[config.mk]
export PLATFORM = sky130hd
export DESIGN_NAME = cdp_charger_detect
export DESIGN_NICKNAME = d
export VERILOG_FILES = /design/src/hw/cdp_pkg.sv /design/src/hw/cdp_charger_detect.sv /design/src/hw/cdp_sync.sv
export VERILOG_INCLUDE_DIRS = /design/src /design/src/hw
export SDC_FILE = /design/constraint.sdc
export NUM_CORES = 1
export LEC_CHECK = 0
export BUFFER_PORTS_ARGS = -buffer_cell sky130_fd_sc_hd__buf_2
export CAP_MARGIN = 10
export CORE_AREA = 2 2 104 106
export CTS_CLUSTER_SIZE = 24
export DETAILED_ROUTE_END_ITERATION = 6
export DIE_AREA = 0 0 106 108
export SYNTH_ARGS = -nofsm -noshare
export SYNTH_HDL_FRONTEND = slang
export SYNTH_SLANG_ARGS = --single-unit
export TNS_END_PERCENT = 100
[constraint.sdc]
create_clock -name clock_i -period 10 [get_ports clock_i]
set_clock_uncertainty 0.15 [all_clocks]
set_input_delay 2 -clock clock_i [delete_from_list [all_inputs] [get_ports clock_i]]
set_output_delay 2 -clock clock_i [all_outputs]
set_load 0.03 [all_outputs]
[src/hw/cdp_map.svh]
`ifndef CDP_MAP_SVH
`define CDP_MAP_SVH

`define CDP_OFS_CHARGE_EN     8'hD0
`define CDP_OFS_DETECT_STAT   8'hD1
`define CDP_OFS_DETECT_CTRL   8'hD2
`define CDP_CHARGE_EN_RST     8'h00
`define CDP_DETECT_CTRL_RST   8'h03
`define CDP_CTRL_DET_EN_BIT   0
`define CDP_CTRL_ENH_BIT      1
`define CDP_STAT_DONE_BIT     3
`define CDP_KIND_NONE         3'h0
`define CDP_KIND_DCP          3'h1
`define CDP_KIND_CDP          3'h2
`define CDP_KIND_SDP          3'h3
`define CDP_CLK_KHZ           40000
`define CDP_T_DCD_MIN_MS      199
`define CDP_T_DCD_MAX_MS      204
`define CDP_T_VDPSRC_MIN_MS   79
`define CDP_T_VDPSRC_MAX_MS   84
`define CDP_T_HICRNT_MIN_MS   79
`define CDP_T_HICRNT_MAX_MS   83
`define CDP_T_RELEASE_MIN_MS  49
`define CDP_T_RELEASE_MAX_MS  55
`define CDP_MS_CYC(ms)        ((ms) * `CDP_CLK_KHZ)

`endif

[src/hw/cdp_pkg.sv]
package cdp_pkg;
    typedef enum logic [2:0] {
        CDP_IDLE,
        CDP_DCD,
        CDP_PRIMARY,
        CDP_SECONDARY,
        CDP_RELEASE,
        CDP_DONE
    } cdp_state_t;
    typedef logic [2:0] cdp_kind_t;
endpackage

[src/hw/cdp_charger_detect.sv]
// Behaviour
// - detection disabled: both upstream data lines left undriven.
// - detection starts by itself on entering the charger detection stage.
// - data lines shorted reports dedicated charging port, code 001.
// - D+ reflected on D- reports charging downstream port 010, enhanced only.
// - 15k pull-downs on both lines report standard downstream port, 011.
// - result visible in serial registers and on the interrupt pin.
// - enhanced mode continues after a charger to tell DCP from CDP.
// - data contact detect ends after 199 to 204 ms; code ends it early once contact is seen.
// - voltage source and sink enabled 79 to 84 ms in primary step.
// - sequence ends 79 to 83 ms after data line voltage seen.
// - detection disabled: stage left 49 to 55 ms later.
// - charging port acknowledges charging query; others stay silent.
// - port charging role fixed after configuration.
// - charging logic drives power bit of charging-enabled ports.
// - after configuration charging ports powered until overcurrent or enumeration.
// - overcurrent on charging port removes power until full reset.
// - after enumeration hub logic owns power; host enables it.
// - port power feature 1: hub logic controls power bit.
// - port power feature 0: charging logic controls power bit of charging-enabled ports until enumeration.
// - overcurrent always negates power bit, whichever owner.
// - per-port charge enables at register D0, bit 1 is port 1.
`timescale 1ns/1ps
`include "cdp_map.svh"
module cdp_charger_detect #(
    parameter int NPORT       = 3,
    parameter int T_DCD       = `CDP_MS_CYC(`CDP_T_DCD_MIN_MS + 1),
    parameter int T_VDPSRC    = `CDP_MS_CYC(`CDP_T_VDPSRC_MIN_MS + 1),
    parameter int T_HICRNT    = `CDP_MS_CYC(`CDP_T_HICRNT_MIN_MS + 1),
    parameter int T_RELEASE   = `CDP_MS_CYC(`CDP_T_RELEASE_MIN_MS + 1)
) (
    input  wire logic                  clock_i,
    input  wire logic                  rstn_i,
    input  wire logic                  detect_stage_i,
    input  wire logic                  config_done_i,
    input  wire logic                  enumerated_i,
    input  wire logic                  dcd_contact_i,
    input  wire logic                  lines_shorted_i,
    input  wire logic                  vdm_reflect_i,
    input  wire logic                  pulldowns_i,
    input  wire logic                  reg_we_i,
    input  wire logic                  reg_re_i,
    input  wire logic [7:0]            reg_addr_i,
    input  wire logic [7:0]            reg_wdata_i,
    input  wire logic [NPORT:1]        port_power_feature_i,
    input  wire logic [NPORT:1]        hub_power_i,
    input  wire logic [NPORT:1]        overcurrent_sense_n_i,
    input  wire logic [NPORT:1]        charge_query_i,
    output logic      [7:0]            reg_rdata_o,
    output cdp_pkg::cdp_kind_t         charger_kind_code_o,
    output logic                       detect_done_o,
    output logic                       int_n_o,
    output logic                       dp_oe_o,
    output logic                       dm_oe_o,
    output logic                       vdat_src_en_o,
    output logic                       idat_sink_en_o,
    output logic      [NPORT:1]        port_power_bit_o,
    output logic      [NPORT:1]        charge_ack_o
);
    import cdp_pkg::*;

    logic       rst_meta_q;
    logic       rstn_q;
    always_ff @(posedge clock_i or negedge rstn_i)
    begin
        if (!rstn_i)
        begin
            rst_meta_q <= 1'b0;
            rstn_q     <= 1'b0;
        end
        else
        begin
            rst_meta_q <= 1'b1;
            rstn_q     <= rst_meta_q;
        end
    end

    localparam int NS = 8 + 3 * NPORT;
    logic [NS-1:0] raw_in;
    logic [NS-1:0] syn;
    // overcurrent enters inverted: synchroniser reset then reads as no fault
    assign raw_in = {detect_stage_i, config_done_i, enumerated_i, dcd_contact_i,
                     lines_shorted_i, vdm_reflect_i, pulldowns_i, reg_we_i,
                     port_power_feature_i, ~overcurrent_sense_n_i, charge_query_i};

    cdp_sync #(
        .W (NS)
    ) u_sync (
        .clock_i (clock_i),
        .rstn_i  (rstn_q),
        .d_i     (raw_in),
        .q_o     (syn)
    );

    logic          stage_s;
    logic          cfg_s;
    logic          enum_s;
    logic          dcd_s;
    logic          short_s;
    logic          refl_s;
    logic          pd_s;
    logic          we_s;
    logic [NPORT:1] ppf_s;
    logic [NPORT:1] oc_s;
    logic [NPORT:1] query_s;
    assign {stage_s, cfg_s, enum_s, dcd_s, short_s, refl_s, pd_s, we_s,
            ppf_s, oc_s, query_s} = syn;

    // register file
    logic [7:0] charge_en_q;
    logic [1:0] ctrl_q;
    logic       cfg_lock_q;
    logic       we_prev_q;
    logic       we_pulse;
    assign we_pulse = we_s && !we_prev_q;

    always_ff @(posedge clock_i or negedge rstn_q)
    begin
        if (!rstn_q)
        begin
            charge_en_q <= `CDP_CHARGE_EN_RST;
            ctrl_q      <= 2'(`CDP_DETECT_CTRL_RST);
            cfg_lock_q  <= 1'b0;
            we_prev_q   <= 1'b0;
        end
        else
        begin
            we_prev_q <= we_s;
            if (cfg_s)
            begin
                cfg_lock_q <= 1'b1;
            end
            if (we_pulse && !cfg_lock_q)
            begin
                if (reg_addr_i == `CDP_OFS_CHARGE_EN)
                begin
                    charge_en_q <= reg_wdata_i;
                end
                if (reg_addr_i == `CDP_OFS_DETECT_CTRL)
                begin
                    ctrl_q <= reg_wdata_i[1:0];
                end
            end
        end
    end

    logic       det_en;
    logic       enh_en;
    assign det_en = ctrl_q[`CDP_CTRL_DET_EN_BIT];
    assign enh_en = ctrl_q[`CDP_CTRL_ENH_BIT];

    // detection sequencer
    cdp_state_t state_q;
    logic [31:0] tmr_q;
    cdp_kind_t  kind_q;
    logic       done_q;
    logic       stage_prev_q;
    logic       rd_clear;

    assign rd_clear = reg_re_i && (reg_addr_i == `CDP_OFS_DETECT_STAT);

    always_ff @(posedge clock_i or negedge rstn_q)
    begin
        if (!rstn_q)
        begin
            state_q      <= CDP_IDLE;
            tmr_q        <= 32'h0;
            kind_q       <= `CDP_KIND_NONE;
            done_q       <= 1'b0;
            stage_prev_q <= 1'b0;
        end
        else
        begin
            stage_prev_q <= stage_s;
            tmr_q        <= tmr_q + 32'h1;
            unique case (state_q)
                CDP_IDLE:
                begin
                    tmr_q <= 32'h0;
                    if (stage_s && !stage_prev_q)
                    begin
                        kind_q  <= `CDP_KIND_NONE;
                        state_q <= det_en ? CDP_DCD : CDP_RELEASE;
                    end
                end
                CDP_DCD:
                begin
                    if (dcd_s || tmr_q >= 32'(T_DCD - 1))
                    begin
                        tmr_q   <= 32'h0;
                        state_q <= CDP_PRIMARY;
                    end
                end
                CDP_PRIMARY:
                begin
                    if (tmr_q >= 32'(T_VDPSRC - 1))
                    begin
                        tmr_q <= 32'h0;
                        if (pd_s)
                        begin
                            kind_q  <= `CDP_KIND_SDP;
                            state_q <= CDP_DONE;
                        end
                        else if (refl_s && enh_en)
                        begin
                            state_q <= CDP_SECONDARY;
                        end
                        else if (short_s)
                        begin
                            kind_q  <= `CDP_KIND_DCP;
                            state_q <= CDP_DONE;
                        end
                        else
                        begin
                            state_q <= CDP_DONE;
                        end
                    end
                end
                CDP_SECONDARY:
                begin
                    if (tmr_q >= 32'(T_HICRNT - 1))
                    begin
                        kind_q  <= short_s ? `CDP_KIND_DCP : `CDP_KIND_CDP;
                        state_q <= CDP_DONE;
                    end
                end
                CDP_RELEASE:
                begin
                    if (tmr_q >= 32'(T_RELEASE - 1))
                    begin
                        state_q <= CDP_DONE;
                    end
                end
                CDP_DONE:
                begin
                    state_q <= CDP_IDLE;
                end
            endcase
            // set wins over read clear
            if (state_q == CDP_DONE)
            begin
                done_q <= 1'b1;
            end
            else if (rd_clear)
            begin
                done_q <= 1'b0;
            end
        end
    end

    // outputs
    logic [NPORT:1] pwr_q;
    logic [NPORT:1] oc_trip_q;
    logic [NPORT:1] ack_q;

    always_ff @(posedge clock_i or negedge rstn_q)
    begin
        if (!rstn_q)
        begin
            charger_kind_code_o <= `CDP_KIND_NONE;
            detect_done_o       <= 1'b0;
            int_n_o             <= 1'b1;
            dp_oe_o             <= 1'b0;
            dm_oe_o             <= 1'b0;
            vdat_src_en_o       <= 1'b0;
            idat_sink_en_o      <= 1'b0;
            reg_rdata_o         <= 8'h00;
        end
        else
        begin
            // kind appears in the same cycle as done
            charger_kind_code_o <= (state_q == CDP_DONE) ? charger_kind_code_o : kind_q;
            detect_done_o       <= done_q;
            int_n_o             <= !done_q;
            // lines only driven while detection is live
            dp_oe_o             <= det_en && (state_q == CDP_PRIMARY
                                              || state_q == CDP_SECONDARY);
            dm_oe_o             <= det_en && (state_q == CDP_DCD);
            vdat_src_en_o       <= state_q == CDP_PRIMARY;
            idat_sink_en_o      <= state_q == CDP_PRIMARY;
            unique case (reg_addr_i)
                `CDP_OFS_CHARGE_EN:   reg_rdata_o <= charge_en_q;
                `CDP_OFS_DETECT_STAT: reg_rdata_o <= {4'h0, done_q, kind_q};
                `CDP_OFS_DETECT_CTRL: reg_rdata_o <= {6'h00, ctrl_q};
                default:              reg_rdata_o <= 8'h00;
            endcase
        end
    end

    // downstream port power per port
    genvar p;
    generate
        for (p = 1; p <= NPORT; p++)
        begin : g_port
            always_ff @(posedge clock_i or negedge rstn_q)
            begin
                if (!rstn_q)
                begin
                    pwr_q[p]     <= 1'b0;
                    oc_trip_q[p] <= 1'b0;
                    ack_q[p]     <= 1'b0;
                end
                else
                begin
                    if (oc_s[p])
                    begin
                        oc_trip_q[p] <= 1'b1;
                    end
                    ack_q[p] <= charge_en_q[p] && cfg_lock_q && query_s[p];
                    if (oc_s[p] || (oc_trip_q[p] && charge_en_q[p]))
                    begin
                        pwr_q[p] <= 1'b0;
                    end
                    else if (ppf_s[p] || enum_s || !charge_en_q[p])
                    begin
                        pwr_q[p] <= hub_power_i[p];
                    end
                    else
                    begin
                        pwr_q[p] <= cfg_lock_q;
                    end
                end
            end
        end
    endgenerate

    assign port_power_bit_o = pwr_q;
    assign charge_ack_o     = ack_q;
endmodule

[src/hw/cdp_sync.sv]
`timescale 1ns/1ps
module cdp_sync #(
    parameter int W = 1
) (
    input  wire logic         clock_i,
    input  wire logic         rstn_i,
    input  wire logic [W-1:0] d_i,
    output logic      [W-1:0] q_o
);
    logic [W-1:0] meta_q;

    always_ff @(posedge clock_i or negedge rstn_i)
    begin
        if (!rstn_i)
        begin
            meta_q <= '0;
            q_o    <= '0;
        end
        else
        begin
            meta_q <= d_i;
            q_o    <= meta_q;
        end
    end
endmodule

After elaboration in Yosys (flattened, before gate mapping)
Cells that the tools add are included.
{ "totals": {"out_inout_bits": 23, "register_bits": 113, "input_bits": 39} }
{ "op_classes": {"muxes": 29, "eq_ne": 15, "order_cmp": 3, "bitwise_logic": 1, "addsub": 1, "reduce_logical": 41} }
{ "op_table": {"columns": ["operator", "count"], "rows": [
  ["$pmux 32 s3", 1],
  ["$mux 32", 2],
  ["$mux 3", 14],
  ["$add 32x1->32 const B", 1],
  ["$ge 32x21->1 const B", 1],
  ["$ge 32x22->1 const B", 1],
  ["$ge 32x23->1 const B", 1],
  ["$eq 8x8->1 const B", 3],
  ["$pmux 8 s3", 1],
  ["$pmux 3 s6", 1],
  ["$logic_and 1x1->1", 16],
  ["$logic_or 1x1->1", 11],
  ["$ne 2x2->1 const B", 5],
  ["$pmux 3 s3", 1],
  ["$mux 1", 8],
  ["$logic_not 1->1", 7],
  ["$eq 3x2->1 const B", 2],
  ["$eq 3x3->1 const B", 2],
  ["$reduce_and 6->1", 1],
  ["$reduce_and 5->1", 1],
  ["$reduce_and 2->1", 2],
  ["$eq 3x1->1 const B", 1],
  ["$logic_not 3->1", 1],
  ["$ne 3x1->1 const B", 1],
  ["other kinds (5)", 5]
]} }

Logic depth before layout (Yosys ltp)
{ "logic_depth": {"depth_word": 5, "mapped_depth": 8} }

Hierarchy
A second synthesis with hierarchy kept.
{ "unflattened": {"hier_cells": 385, "hier_area_um2": 4555.6} }
{ "modules_own_cells": {"columns": ["module", "area_per_inst_um2", "n_inst", "cells_each"], "rows": [
  ["cdp_charger_detect", 3704.8, 1, 351],
  ["cdp_sync", 850.8, 1, 34]
]} }

Worst setup path before layout
OpenSTA, ideal clock, no wires.
{ "synth_path": {"path_kind": "input port to flip-flop", "startpoint": "in reg_addr_i[3]", "endpoint": "reg charge_en_q[0]", "slack_ns": 6.397, "t_arrival_ns": 3.328, "setup_ns": 0.125, "path_buffers": 0, "cell_stages": 5, "path_cell_list": "nor4b_1 nand3_1 nor3_1 nand2_1 mux2_2"} }
{ "synth_via": {"elab_chain_cells": 2} }
{ "synth_rtl": {"columns": ["element", "line_no", "rtl"], "rows": [
  ["from (decl)", "cdp_charger_detect.sv:43", "input wire logic [7:0] reg_addr_i,"],
  ["$eq 8x8->1", null, null],
  ["$reduce_and 2->1 (no line)", null, null],
  ["to (signal assigned)", "cdp_charger_detect.sv:121", "charge_en_q <= `CDP_CHARGE_EN_RST;"],
  ["to (signal assigned)", "cdp_charger_detect.sv:137", "charge_en_q <= reg_wdata_i;"],
  ["to (decl)", "cdp_charger_detect.sv:110", "logic [7:0] charge_en_q;"]
]} }
No other way between the ends.
A chain may end at the register's enable or synchronous reset.

Final worst setup path
{ "layout_path": {"startpoint": "in reg_addr_i[3]", "endpoint": "reg charge_en_q[1]"} }
The elaborated chain is that of the path after synthesis.

==> flow_summary_export.csv <==
group,metric,value,unit
outcome,outcome,"finished, final reports clean",
sta,tns,0,ns
setup_path,cp-startpoint,"reg_addr_i[3]",
floorplanning,fp.dieW,106,µm
layout,antennaDiodeCount,0,
clocking,clk_pin_slew,0.12,ns
placed_design,dpl.hpwl,5632,µm
pwr,swShare,32.60,%
synth,synth_edf_count,0,
synth,netlist_instances,392,
pwr,ir_worst_vdd,0.08735,mV
synth,syn_avg_cell_area,11.67,µm²
setup_path,crit_chain,"buf_2, nor4b_1, nand3_1, nor3_1, nand2_1, mux2_2",
sta,fmax,0.2715,GHz
clocking,cts_hold_buf,0,
sta,rsz0062_at_grt,"no",
setup_path,path_buf_inv,1,
worst_hold_path,hold_path_class,"flip-flop to async pin",
routing,drc,0,
pwr,power_frac_seq,53.8,%
pwr,leakage,2.338,nW
synth,ys_async_sr_fraction,100.0,%
setup_path,arrival,3.80,ns
pwr,p_comb_share,16.7,%
global_routing,grt_pass1_wl,13880,µm
sta,fin_crit_sh,36.83,%
pwr,p_clk_share,29.5,%
global_routing,grt_max_degree,59,
placed_design,io_buffers,60,
placed_design,gp_routability_congestion,0.8565,
layout,final_util,50.56,%
sta,fin_crit,3.683,ns
global_routing,overflow,0,
floorplanning,dieArea,0.01145,mm²
setup_path,crit_required,10.12,ns
clocking,root_buffer,"clkbuf_8",
synth,synth_ff_type,"dfrtp_1",
layout,layout_common_cells,"107 x dfrtp_1, 60 x buf_2, 30 x nor2_2",
sta,setup_viol,0,
routing,via_count,2934,
routing,ant_nets,0,
pwr,p_sw,0.3090,mW
layout,design_area,0.005172,mm²
routing,wl_met1,3980,µm
setup_path,critPathTopFamily,"simple AND/OR/NAND/NOR gates",
clocking,clock_path_buffers,2,
routing,drtIter0Drc,85,
layout,layout.nets,492,
setup_path,critPathKind,"input port to flip-flop",
global_routing,antenna_found_initial,0,
synth,synth.distinct_cells,59,
synth,ys_ff_latch,111,
clocking,htreeDepth,3,
floorplanning,core_area,0.01023,mm²
synth,netlist_area,0.004573,mm²
synth,yosys.area.top_type,"dfrtp_1",
layout,drive_gt1_share,30.42,%
synth,synth_top_area_share,59.10,%
clocking,cts_buffers,9,
floorplanning,start_util,44.70,%
setup_path,path_depth,6,
setup_path,r2r_start,"tmr_q[0]$_DFF_PN0_",
setup_path,slowest_delay,0.46,ns
clocking,cts_tree,"done",
synth,syn-num-nets,432,
sta,finalHoldViolCount,0,
layout,layout_commonest_cell,"dfrtp_1",
synth,yosysWarnings,0,
routing,firstDrtPassIters,4,
routing,met3WireLength,253,µm
run,drv_cap,0,
setup_path,rr_worst_depth,7,
setup_path,end_kind,"flip-flop",
clocking,ctsResizeCount,0,
layout,syn_to_final_growth,13.11,%
global_routing,grt_pass1_vias,2889,
setup_path,cp_slowest_cell,"nor3_1",
clocking,postCtsSetupRepairBufs,0,
sta,maxSlewViolCount,0,
setup_path,critPathMaxFanout,8,
sta,slew_headroom,51.08,%
floorplanning,num_rows,37,
sta,worst_pin_slew,0.7338,ns
floorplanning,io_pins,62,
pwr,powerDensity,183.3,mW/mm²
floorplanning,dieHeight,108,µm
routing,post_drt_wl_per_cell,13.63,µm
pwr,internal-power,0.6390,mW
synth,synthTopCellsByArea,"dfrtp_1 59%, nor2_2 4.1%, xnor2_1 3.6%",
synth,synth-seq-area-share,60.82,%
setup_path,start_kind,"input port",
routing,wl_met2,3728,µm
clocking,insertion_delay,0.38,ns
placed_design,placed_area,0.004950,mm²
routing,viasPerCell,4.948,
clocking,clock-sinks,111,
routing,highest_layer,"met4",
global_routing,grtUsageTotal,15.57,%
routing,routed_wl,8083,µm
[area by class of cell]
type / count / area [µm²]
fill: 917 / 5059
sequential: 111 / 2785
multi-input combinational: 252 / 1623
timing repair buffer: 61 / 307.8
tap: 136 / 170.2
clock buffer: 9 / 123.9
clock inverter: 7 / 98.84
inverter: 17 / 63.81
[cells in the mapped netlist, drive strengths merged (4+ instances only)]
library cell,n
nor4,8
clkbuf,4
inv,17
and2,8
o211ai,4
a21oi,8
dfrtp,108
xor2,11
or2,5
o21ai,7
nor2,58
nand2,24
and3,5
buf,8
nand4,7
nand3,19
nor3,14
xnor2,19
mux2,12
[power by group through the flow]
stage	clock network [mW]	registers (mW)	logic (mW)
6_report	0.279	0.510	0.158
5_1_grt	0.310	0.518	0.177
4_1_cts	0.290	0.511	0.162
3_5_place_dp	0	0.519	0.160
3_3_place_gp	0	0.518	0.160
2_1_floorplan	0	0.521	0.140
[registers in the layout, summed over array words and instances, names as in the netlist, 2 cells and up]
name                 cells
charge_ack_o             3
charge_en_q              8
charger_kind_code_o      2
ctrl_q                   2
kind_q                   2
oc_trip_q                3
port_power_bit_o         3
reg_rdata_o              8
state_q                  3
tmr_q                   32
u_sync.meta_q           17
u_sync.q_o              17
[final timing paths]
check                                                  end  slack (ns)
worst max-delay path            charge_en_q[1]$_DFFE_PN0P_        6.32
worst min-delay path               u_sync.q_o[6]$_DFF_PN0_        0.20
worst min register to register     u_sync.q_o[6]$_DFF_PN0_        0.20
min in group clock_i              u_sync.q_o[12]$_DFF_PN0_        0.20
max in group asynchronous              tmr_q[21]$_DFF_PN0_        8.31
worst max register to register          tmr_q[1]$_DFF_PN0_        7.04
[cells by family (layout without fill, tap and decap cells)]
kind of cell	after synthesis	after routing	synth area share, %
DFF	111	111	60.82
other	2	2	0.1642
adders and majority gates	1	1	0.2736
AOI/OAI and AO/OA	35	35	5.472
buffers and inverters	29	94	3.693
muxes	15	15	3.612
xor gates and xnor gates	30	30	5.746
and+or+nand+nor	169	169	20.22
[per-layer routing]
metal	vias up	global-route usage [%]
li1	1444	-
met2	46	23.32
met5	-	0
met4	0	6.297
met1	1433	22.22
met3	11	3.436
[per-stage QoR]
stage	power, mW	hold slack, ns	std cells	worst slack (ns)
4_1_cts	0.9627	0.2108	593	6.334
6_report	0.9480	0.2029	593	6.317
5_1_grt	1.004	0.2191	593	5.985
2_1_floorplan	0.6608	0.1812	392	6.397
3_3_place_gp	0.6780	0.1813	577	6.017
3_5_place_dp	0.6799	0.1871	577	5.926
(Power assumes the default switching activity.)
